===== config.mk =====
export PLATFORM = sky130hd
export DESIGN_NAME = page_walk_protection_check
export DESIGN_NICKNAME = d
export VERILOG_FILES = /design/src/hw/walk_pkg.sv /design/src/hw/page_walk_protection_check.sv
export VERILOG_INCLUDE_DIRS = /design/src /design/src/hw
export SDC_FILE = /design/constraint.sdc
export NUM_CORES = 1
export LEC_CHECK = 0
export ABC_AREA = 1
export BUFFER_PORTS_ARGS = -buffer_cell sky130_fd_sc_hd__buf_2
export CORE_AREA = 2 2 142 144
export DETAILED_ROUTE_END_ITERATION = 8
export DIE_AREA = 0 0 144 146
export PLACE_DENSITY_LB_ADDON = 0.25
export RECOVER_POWER = 100
export SYNTH_ARGS = -nofsm -noshare
export SYNTH_HDL_FRONTEND = slang
export SYNTH_SLANG_ARGS = --single-unit

===== constraint.sdc =====
create_clock -name pclk -period 1.8 [get_ports pclk]
set_input_delay 0.09 -clock pclk [delete_from_list [all_inputs] [get_ports pclk]]
set_output_delay 0.09 -clock pclk [all_outputs]
set_load 0.01 [all_outputs]

===== src/hw/walk_regs.svh =====
// Register offsets, entry field positions and reset values of the walker.
// Assumes inclusion by bare name from the walker module and the test bench.
`ifndef WALK_REGS_SVH
`define WALK_REGS_SVH

// ---------------------------------------------------------------
// Register offsets (byte addresses on APB)
// ---------------------------------------------------------------
`define WALK_TBF_OFF 12'h000
`define WALK_STAT_OFF 12'h004

// ---------------------------------------------------------------
// Reset values
// ---------------------------------------------------------------
`define WALK_TBF_RST 32'h0000_0000

// ---------------------------------------------------------------
// Page-table entry fields
// ---------------------------------------------------------------
`define WALK_FRAME_HI 63
`define WALK_FRAME_LO 32
`define WALK_WE_LO 12
`define WALK_RE_LO 8
`define WALK_EXEC_FAULT_BIT 3
`define WALK_STORE_FAULT_BIT 2
`define WALK_FOR_BIT 1
`define WALK_V_BIT 0

// ---------------------------------------------------------------
// Status register fields
// ---------------------------------------------------------------
`define WALK_STAT_BUSY_BIT 3
`define WALK_STAT_FAULT_LO 0

// ---------------------------------------------------------------
// Timing
// ---------------------------------------------------------------
`define WALK_CLK_PERIOD_NS 10

`endif


===== src/hw/walk_pkg.sv =====
// Types shared by the page-table walker and its surroundings.
// Holds its numeric constants inline, without walk_regs.svh.
package walk_pkg;

  // ---------------------------------------------------------------
  // Modes, access kinds and fault codes
  // ---------------------------------------------------------------
  typedef enum logic [1:0] {
    MODE_KERNEL = 2'h0,
    MODE_EXEC = 2'h1,
    MODE_SUPER = 2'h2,
    MODE_USER = 2'h3
  } mode_e;

  typedef enum logic [1:0] {
    ACC_READ = 2'h0,
    ACC_WRITE = 2'h1,
    ACC_FETCH = 2'h2,
    ACC_ADDR = 2'h3
  } acc_e;

  typedef enum logic [2:0] {
    FAULT_NONE = 3'h0,
    FAULT_ACV = 3'h1,
    FAULT_TNV = 3'h2,
    FAULT_FOR = 3'h3,
    FAULT_FOW = 3'h4,
    FAULT_FOE = 3'h5
  } fault_e;

  // ---------------------------------------------------------------
  // Walker states
  // ---------------------------------------------------------------
  typedef enum logic [4:0] {
    ST_IDLE = 5'h01,
    ST_L1 = 5'h02,
    ST_L2 = 5'h04,
    ST_L3 = 5'h08,
    ST_DONE = 5'h10
  } walk_state_e;

  // ---------------------------------------------------------------
  // Request and answer carriers
  // ---------------------------------------------------------------
  typedef struct packed {
    logic [63:0] va;
    acc_e access;
    mode_e current_mode_field;
    logic probed;
  } walk_req_s;

  typedef struct packed {
    logic [63:0] pa;
    fault_e fault;
  } walk_rsp_s;

endpackage : walk_pkg


===== src/hw/page_walk_protection_check.sv =====
// Three-level page-table walker with per-mode access check.
// Assumes a single pclk domain, an APB master for the base frame and
// status, and a memory port that answers each entry read with mem_ack.
//
// Added by the designer: the register offsets and the APB slave port.
`timescale 1ns/1ps
`include "walk_regs.svh"

module page_walk_protection_check #(
  parameter int PB = 13 // Byte-within-page bits
) (
  input wire logic pclk, // Processor clock
  input wire logic presetn, // Async reset, active low
  input wire logic psel, // APB select
  input wire logic penable, // APB access phase
  input wire logic pwrite, // APB direction
  input wire logic [11:0] paddr, // APB byte address
  input wire logic [31:0] pwdata, // APB write data
  output logic [31:0] prdata, // APB read data
  output logic pready, // APB ready
  output logic pslverr, // APB error on unmapped address
  input wire logic req_valid, // Translation request
  output logic req_ready, // Walker idle
  input wire walk_pkg::walk_req_s req, // Address, access, mode
  output logic rsp_valid, // Answer pulse
  output walk_pkg::walk_rsp_s rsp, // Physical address and fault
  output logic mem_req_valid, // Entry read request
  output logic [63:0] mem_addr, // Entry physical address
  input wire logic mem_ack, // Entry returned
  input wire logic [63:0] mem_rdata // Entry contents
);

  localparam int IB = PB - 3;
  localparam int VA_SIZE = PB + 3 * IB;

  // ---------------------------------------------------------------
  // State
  // ---------------------------------------------------------------
  walk_pkg::walk_state_e state_ff, nxt_state;
  walk_pkg::walk_req_s req_ff;
  walk_pkg::walk_rsp_s rsp_ff, nxt_rsp;
  logic [63:0] lvl_addr_ff, nxt_lvl_addr;
  logic [31:0] tbf_ff;
  logic [31:0] base_ff;
  logic [31:0] prdata_ff;
  walk_pkg::fault_e last_fault_ff;

  // ---------------------------------------------------------------
  // Decode of request and returned entry
  // ---------------------------------------------------------------
  wire req_take = req_valid && req_ready;
  wire [63-VA_SIZE+1:0] va_hi = req.va[63:VA_SIZE-1];
  wire sext_ok = (&va_hi) || !(|va_hi);
  wire [IB-1:0] idx1 = req_ff.va[PB+3*IB-1 -: IB];
  wire [IB-1:0] idx2 = req_ff.va[PB+2*IB-1 -: IB];
  wire [IB-1:0] idx3 = req_ff.va[PB+IB-1 -: IB];
  wire [31:0] pte_frame = mem_rdata[`WALK_FRAME_HI:`WALK_FRAME_LO];
  wire pte_v = mem_rdata[`WALK_V_BIT];
  wire pte_kernel_read = mem_rdata[`WALK_RE_LO];
  wire [3:0] pte_we = mem_rdata[`WALK_WE_LO+3:`WALK_WE_LO];
  wire [3:0] pte_re = mem_rdata[`WALK_RE_LO+3:`WALK_RE_LO];
  wire is_write = req_ff.access == walk_pkg::ACC_WRITE;
  wire is_fetch = req_ff.access == walk_pkg::ACC_FETCH;
  wire is_load = req_ff.access == walk_pkg::ACC_READ;
  // Mode number indexes the enable nibble directly, kernel at bit 0
  wire mode_we = pte_we[req_ff.current_mode_field];
  wire mode_re = pte_re[req_ff.current_mode_field];
  wire prot_fail = is_write ? !mode_we : !mode_re;
  // A probed queue request tolerates a since-cleared valid bit
  wire l3_valid = pte_v || req_ff.probed;
  wire [63:0] l1_addr = 64'({tbf_ff, req.va[PB+3*IB-1 -: IB], 3'h0});
  wire [63:0] l2_addr = 64'({pte_frame, idx2, 3'h0});
  wire [63:0] l3_addr = 64'({pte_frame, idx3, 3'h0});
  wire [63:0] final_pa = 64'({pte_frame, req_ff.va[PB-1:0]});
  wire upper_bad = !pte_v;
  wire walk_fault_pick = pte_kernel_read; // Kernel read set means not-valid, else violation

  // ---------------------------------------------------------------
  // Handshake outputs
  // ---------------------------------------------------------------
  assign req_ready = state_ff == walk_pkg::ST_IDLE;
  assign rsp_valid = state_ff == walk_pkg::ST_DONE;
  assign rsp = rsp_ff;
  // Read-only port: no write strobe exists toward the page tables
  assign mem_req_valid = (state_ff == walk_pkg::ST_L1) || (state_ff == walk_pkg::ST_L2)
                         || (state_ff == walk_pkg::ST_L3);
  assign mem_addr = lvl_addr_ff;

  // ---------------------------------------------------------------
  // Walk sequencing
  // ---------------------------------------------------------------
  // Third-level precedence: violation, not-valid, then fault bits
  always_comb
  begin
    nxt_state = state_ff;
    nxt_rsp = rsp_ff;
    nxt_lvl_addr = lvl_addr_ff;
    unique case (state_ff)
      walk_pkg::ST_IDLE:
      begin
        if (req_take)
        begin
          nxt_rsp = '{pa: 64'h0, fault: walk_pkg::FAULT_NONE};
          if (req.access == walk_pkg::ACC_ADDR)
          begin
            nxt_state = walk_pkg::ST_DONE;
          end
          else if (!sext_ok)
          begin
            nxt_rsp.fault = walk_pkg::FAULT_ACV;
            nxt_state = walk_pkg::ST_DONE;
          end
          else
          begin
            nxt_lvl_addr = l1_addr;
            nxt_state = walk_pkg::ST_L1;
          end
        end
      end
      walk_pkg::ST_L1, walk_pkg::ST_L2:
      begin
        // Wait here; the next address needs the returned frame
        if (mem_ack)
        begin
          if (upper_bad)
          begin
            nxt_rsp.fault = walk_fault_pick ? walk_pkg::FAULT_TNV
                                            : walk_pkg::FAULT_ACV;
            nxt_state = walk_pkg::ST_DONE;
          end
          else
          begin
            // Protection bits of a valid upper entry play no part
            nxt_lvl_addr = (state_ff == walk_pkg::ST_L1) ? l2_addr : l3_addr;
            nxt_state = (state_ff == walk_pkg::ST_L1) ? walk_pkg::ST_L2
                                                      : walk_pkg::ST_L3;
          end
        end
      end
      walk_pkg::ST_L3:
      begin
        if (mem_ack)
        begin
          nxt_state = walk_pkg::ST_DONE;
          if (prot_fail)
            nxt_rsp.fault = walk_pkg::FAULT_ACV;
          else if (!l3_valid)
            nxt_rsp.fault = walk_pkg::FAULT_TNV;
          else if (is_write && mem_rdata[`WALK_STORE_FAULT_BIT])
            nxt_rsp.fault = walk_pkg::FAULT_FOW;
          else if (is_load && mem_rdata[`WALK_FOR_BIT])
            nxt_rsp.fault = walk_pkg::FAULT_FOR;
          else if (is_fetch && mem_rdata[`WALK_EXEC_FAULT_BIT])
            nxt_rsp.fault = walk_pkg::FAULT_FOE;
          else
            nxt_rsp.pa = final_pa;
        end
      end
      walk_pkg::ST_DONE:
      begin
        nxt_state = walk_pkg::ST_IDLE;
      end
      default:
      begin
        nxt_state = walk_pkg::ST_IDLE;
      end
    endcase
  end

  // State registers
  always_ff @(posedge pclk or negedge presetn)
  begin
    if (!presetn)
    begin
      state_ff <= walk_pkg::ST_IDLE;
      rsp_ff <= '0;
      lvl_addr_ff <= 64'h0;
      req_ff <= '0;
      base_ff <= 32'h0;
    end
    else
    begin
      state_ff <= nxt_state;
      rsp_ff <= nxt_rsp;
      lvl_addr_ff <= nxt_lvl_addr;
      if (req_take)
      begin
        req_ff <= req;
        base_ff <= tbf_ff;
      end
    end
  end

  // Last fault is kept for software to inspect after the answer
  always_ff @(posedge pclk or negedge presetn)
  begin
    if (!presetn)
      last_fault_ff <= walk_pkg::FAULT_NONE;
    else if (state_ff == walk_pkg::ST_DONE)
      last_fault_ff <= rsp_ff.fault;
  end

  // ---------------------------------------------------------------
  // APB slave
  // ---------------------------------------------------------------
  wire apb_setup = psel && !penable;
  wire apb_wr = psel && penable && pwrite;
  wire hit_tbf = paddr == `WALK_TBF_OFF;
  wire hit_stat = paddr == `WALK_STAT_OFF;
  wire [31:0] stat_word = 32'({!req_ready, last_fault_ff});
  wire [31:0] rd_mux = hit_tbf ? tbf_ff : (hit_stat ? stat_word : 32'h0);

  assign pready = 1'b1;
  assign pslverr = psel && penable && !(hit_tbf || hit_stat);
  assign prdata = prdata_ff;

  // Read data is captured in setup so it comes from a flop at access
  always_ff @(posedge pclk or negedge presetn)
  begin
    if (!presetn)
      prdata_ff <= 32'h0;
    else if (apb_setup)
      prdata_ff <= rd_mux;
  end

  // The base frame is sampled per request, so a write mid-walk is safe
  always_ff @(posedge pclk or negedge presetn)
  begin
    if (!presetn)
      tbf_ff <= `WALK_TBF_RST;
    else if (apb_wr && hit_tbf)
      tbf_ff <= pwdata;
  end
endmodule : page_walk_protection_check


==> impl_results.md, run 1 <==
* Clock buffer depth at 2
* Worst R2R Path Depth at 10
* Pwr dens at 1110 nW/um^2
* Peak per-stage delay on the critical path at 580 ps
* Fmax at 545 MHz
* Initial antenna violation count at 1
* WL per Instance at 16.1 um
* Most common cell type on the critical path: nand2_2
* H-tree depth at 4
* Clock Power Share at 26.2%
* GRT overflow at 0
* Final worst slack at -35.2 ps
* DR DRC count at 0
* Grt met3 use at 5.10%
* Int Power at 9.02 mW
* Yosys reg bits at 200
* # clock sinks at 200
* Critical Path, Cell by Cell: nor2_1 -> nand3_2 -> nand2_4 -> nand2_2 -> nand2_2 -> nor2_4 -> nand2_4 -> clkbuf_16 -> nand2_2 -> nand2_1
* Xor/xnor share of the synthesized area at 0%
* Main combinational cell family by area after synthesis: simple AND/OR/NAND/NOR gates
* Setup crit end kind: flip-flop
* Cells after DPL at 1700
* Synth warn at 0
* Violated checks: setup timing
* Critical Path Stages at 10
* Period utilisation layout at 102%
* Commonest non-fill, non-tap cells in the layout: nand2_1 (404), dfrtp_1 (198), buf_2 (167)
* Status: finished, violations left
* Netlist cell types at 30
* Sw frac at 37.9%
* CP max-delay cell: dfstp_2
* Post-Syn Instances at 1179
* 1st-iter DRT viols at 663
* CTS root buf: clkbuf_16
* Multiplexer share of the synthesized area at 0%
* Vias in the first global route at 8834
* Max-slew violations at 0
* GRT busiest layer: met2
* Io pins at 352
* Mapped Avg Cell Area at 8.08 um^2
* Vias per inst at 5.01
* Relative slew slack at 5.53%
* Buffers & Inverters on Critical Path at 1
* Synth Area in Compound Gates at 8.52%
* First-pass GRT wire length at 44100 um
* CP Data Required Time at 2120 ps
* Register area share after synthesis at 52.6%
* TritonCTS Buffers at 17
* Max-cap violations at 0
* Final wirelength at 29900 um
* RSZ-0062 raised after global routing: yes
* Post-Syn Area at 9530 um^2
* Slew @ Worst Pin at 1420 ps
* Critical Path AT at 2160 ps
* Setup violations, final at 10
* Psw at 5.51 mW
* GPL Wtd Cong at 0.847
* Routing usage on met1 at 34.1%
* Layout Cells excl Fill at 1851
* Largest net degree at the start of global routing at 65
* Clock transition at path regs at 80 ps
* Post-Synth Adder-Cell Area at 0%
* NumNets Final at 1756
* Final Hold Vio Count at 0
* Met2 Use GR at 45.2%
* TritonRoute pass-1 iters at 6
* CP max FO at 8
* Lkg Pwr at 6.76 nW
* Delay-heaviest family, CP: simple AND/OR/NAND/NOR gates
* Clock Skews at 8.59 ps
* Crit path launch type: flip-flop
* CTS tree: yes
* Most common cell after layout, fill and taps aside: nand2_1
* Setup Crit Path Kind: reg2reg
* Max VDD drop at 0.743 mV
* Reg power frac at 37.2%
* HP Class: in2reg
* Row cnt at 51
* Post-DRT Antenna Nets at 0
* DIE WIDTH at 144 um
* Design Area, Final at 13000 um^2
* Placed cell area at 11200 um^2
* Core area at 19300 um^2
* WHS Path Cells at 5
* Layout cell share with drive strength beyond 1 at 18.9%
* Logic pwr share at 36.6%
* Min Tclk post-route at 1840 ps
* Clk Latency, worst-skew pair at 430 ps
* Die height at 146 um
* Die Area at 21000 um^2
* Worst hold slack at 13.6 ps
* Simple-gate share of the synthesized area at 27.5%
* DP Wirelength at 18800 um
* Area delta synth->final at 36.9%
* GRT Overall Usage at 26.5%
* Initial Utilization at 49.3%
* Util after Layout at 67.4%
* Vias at 9271
* IO buf count at 289
## layer usage
layer  vias to the layer above  share of wire (%)
li1                       4455                  -
met1                      4325                 41
met2                       425                 49
met3                        66                7.8
met4                         0                2.4
met5                         -                  0
## sequential cells by signal, indices dropped and copies added (netlist names)
name and cells:
final_pa 13, idx2 10, idx3 10, last_fault_ff 3, mem_addr 42, prdata 32, req_ff 5, rsp 48
state_ff 5, tbf_ff 32
## worst register-to-register path: cells and delay by family (launching register included)
kind / cells / cell delay [ps]
and+or+nand+nor: 9 / 920
buffers and inverters: 1 / 220
DFF: 1 / 580
## power groups by stage
stage	Sequential, mW	Clock (mW)	Combinational, mW
finish	5.40	3.80	5.32
global placement	5.43	0	4.07
floorplan	5.45	0	2.66
global route	5.47	4.07	5.75
CTS	5.36	3.85	4.36
detailed placement	5.44	0	4.15
## cell usage after synthesis
library cell  count  share of area, %
o21ai_1          39               2.0
buf_6             4              0.47
clkbuf_1         21              0.83
nand2_2           3              0.20
nor2_2            6              0.39
nand3_1          62               3.3
nand4_4           1              0.22
conb_1            2             0.079
nor2_4            2              0.24
nor2_1           45               1.8
nand2_1         430                17
a21oi_1           6              0.32
nand4_1          51               3.3
buf_1             2             0.079
dfstp_2           1              0.28
o31ai_1          29               2.3
buf_2            24               1.3
inv_1           109               4.3
o21ai_2           2              0.18
dfrtp_1         199                52
nor2_8            1              0.21
inv_2             7              0.28
o22ai_1           1             0.066
nand3_2           3              0.32
or2_1             2              0.13
nor3b_1           1             0.079
nand2_4           2              0.24
o21ai_0          69               3.6
buf_4            53               4.2
nor3_1            2              0.11
## repair_timing
action                                  4_1_cts  5_1_grt
gates cloned                                  0        8
setup buffers                                 0        2
resized for setup                             4       52
hold buffers                                108        0
hold endpoints to repair                    156        0
pin swaps                                     0        7
endpoints found under the setup margin        2      112
## logic make-up (layout without fill, tap and decap cells)
kind of cell	count (synthesis)	count (layout)
compound gates	146	146
other cells	2	43
simple gates	611	611
buf+inv	220	586
flops	200	200
## stage by stage
step	power (mW)	setup WS (ps)	TNS [ps]
3_3_place_gp	9.50	124	0
3_5_place_dp	9.60	68.2	0
5_1_grt	15.3	-132	-7100
2_1_floorplan	8.11	184	0
6_report	14.5	-35.2	-131
4_1_cts	13.6	30.0	0
## path summary, 6_finish.rpt
path	from	to	slack, ps
setup / recovery	state_ff[0]	mem_addr[18]	-40
hold / removal	req[39]	mem_addr[4]	10
setup reg to reg	state_ff[0]	mem_addr[18]	-40
hold reg to reg	mem_addr[43]	mem_addr[43]	470
max in group asynchronous	presetn	state_ff[0]	210
min in group asynchronous	presetn	prdata[24]	530
## final cells by class
type,instances,area [um^2]
fillers,1632,6290
flip-flops and latches,200,5010
multi-input cells,799,3750
repair buffers,438,2930
clock buffers,19,443
inverters,116,435
well taps,265,332
clock inverters,13,136
diodes,1,2.50
Power figures use the tool's default switching activity.
==> run 2, diff against run 1 <==
- SLEW_MARGIN: not set -> 20
- clock period: 1.8 -> 1.7 ns (I/O delays scaled with it)
==> impl_results.md, run 2 (synthesized netlist as in run 1, its figures left out) <==
* First-pass GRT wire length at 44300 um
* Relative slew slack at 11.8%
* Setup crit end kind: flip-flop
* Final Hold Vio Count at 0
* Row cnt at 51
* Status: finished, violations left
* Min Tclk post-route at 1760 ps
* NumNets Final at 1761
* RSZ-0062 raised after global routing: yes
* Vias in the first global route at 8790
* Pre-CTS setup slack at -19.8 ps
* GPL Wtd Cong at 0.869
* Setup Crit Path Kind: reg2reg
* Initial antenna violation count at 0
* Most common cell after layout, fill and taps aside: nand2_1
* Clock transition at path regs at 70 ps
* Max-slew violations at 0
* Die Area at 21000 um^2
* Largest net degree at the start of global routing at 65
* Crit path launch type: flip-flop
* Io pins at 352
* Final wirelength at 29600 um
* # clock sinks at 200
* Setup_tns at -1200 ps
* GRT overflow at 0
* H-tree depth at 4
* TritonRoute pass-1 iters at 5
* Die height at 146 um
* Post-DRT Antenna Nets at 0
* CTS tree: yes
* IO buf count at 289
* CP max FO at 16
* DIE WIDTH at 144 um
* Initial Utilization at 49.3%
* GRT Overall Usage at 26.9%
* DP Wirelength at 18900 um
* 1st-iter DRT viols at 495
* Clk Latency, worst-skew pair at 430 ps
* Setup violations, final at 57
* CP Data Required Time at 2010 ps
* Vias at 9300
* Fmax at 570 MHz
* Commonest non-fill, non-tap cells in the layout: nand2_1 (425), dfrtp_1 (197), buf_2 (168)
* Lkg Pwr at 6.77 nW
* Final worst slack at -55.4 ps
* Critical Path AT at 2070 ps
* Vias per inst at 5.01
* Core area at 19300 um^2
* DR DRC count at 0
* WL per Instance at 15.9 um
* Max-cap violations at 0
* Largest register FFs at 48
* Worst reg2reg setup slack at -60 ps
* Pwr dens at 1150 nW/um^2
* Slew @ Worst Pin at 1320 ps
* Clock Skews at 11.3 ps
* TritonCTS Buffers at 17
* Max VDD drop at 1.02 mV
* Violated checks: setup timing
* Clock buffer depth at 2
* Area delta synth->final at 36.6%
* Period utilisation layout at 103%
* HP Class: in2reg
* Layout cell share with drive strength beyond 1 at 18.1%
* CTS root buf: clkbuf_16
## run 2: cell count changes in the layout (fill, tap and decap cells not counted), sizes merged
cell	delta
clkbuf	+2
clkinv	+1
dlygate4sd3	-1
clkinvlp	-2
inv	+2
buf	+3
## run 2: per-stage QoR
stage	area, um^2	instances	utilization (%)	power [mW]	hold WS, ps
after floorplan	9680	1219	-	8.59	-211
after global placement	11200	1702	58.2	10.1	98.4
after detailed placement	11200	1702	58.2	10.2	105
after CTS	13000	1843	67.0	14.5	2.84
after global routing	13000	1855	67.3	15.8	48.1
final	13000	1856	67.3	15.0	21.4
## run 2: final timing paths
check	from	to	depth (start not counted)
max reg2reg	state_ff[0]	mem_addr[19]	10
min reg2reg	idx2[1]	idx2[1]	2
min	req[40]	mem_addr[5]	5
max	state_ff[0]	mem_addr[19]	10
min in group asynchronous	presetn	mem_addr[39]	2
max in group asynchronous	presetn	mem_addr[21]	3
## run 2: area by class of cell
type,count,area (um^2)
diodes,1,2.50
well taps,265,332
clock inverters,14,155
inverters,116,438
repair buffers,443,2970
multi-input cells,799,3670
flip-flops and latches,200,5010
fillers,1645,6330
clock buffers,18,429
## run 2: metal layers
metal	up-vias	track usage (%)	share of wire, %
li1	4474	-	-
met1	4359	35.3	41
met2	415	45.2	50
met3	52	5.13	7.3
met4	0	8.33	2.1
met5	-	0	0
## run 2: timing repair
item | 4_1_cts | 5_1_grt
endpoints found under the hold margin | 153 | 0
pin swaps | 2 | 6
setup buffers | 2 | 4
gates resized for setup | 8 | 23
setup endpoints to repair | 48 | 130
cloned | 0 | 8
hold buffers | 107 | 0
## run 2: power by group
part	switching (mW)	leakage (nW)	internal (mW)	total, mW
sequential	0.323	2.70	5.38	5.70
clock	1.95	0.289	2.10	4.04
combinational	3.37	3.78	1.90	5.27
total	5.64	6.77	9.37	15.0
## run 2: worst max-delay path, cell delays in order (launching register included)
cell,delay (ps)
dfstp_2,570
nor2_2,70
nand3_2,120
nand2_4,110
nand2_4,100
nand2_4,50
nor2_4,200
nand2_4,120
buf_12,180
nand2_1,60
nand2_1,50
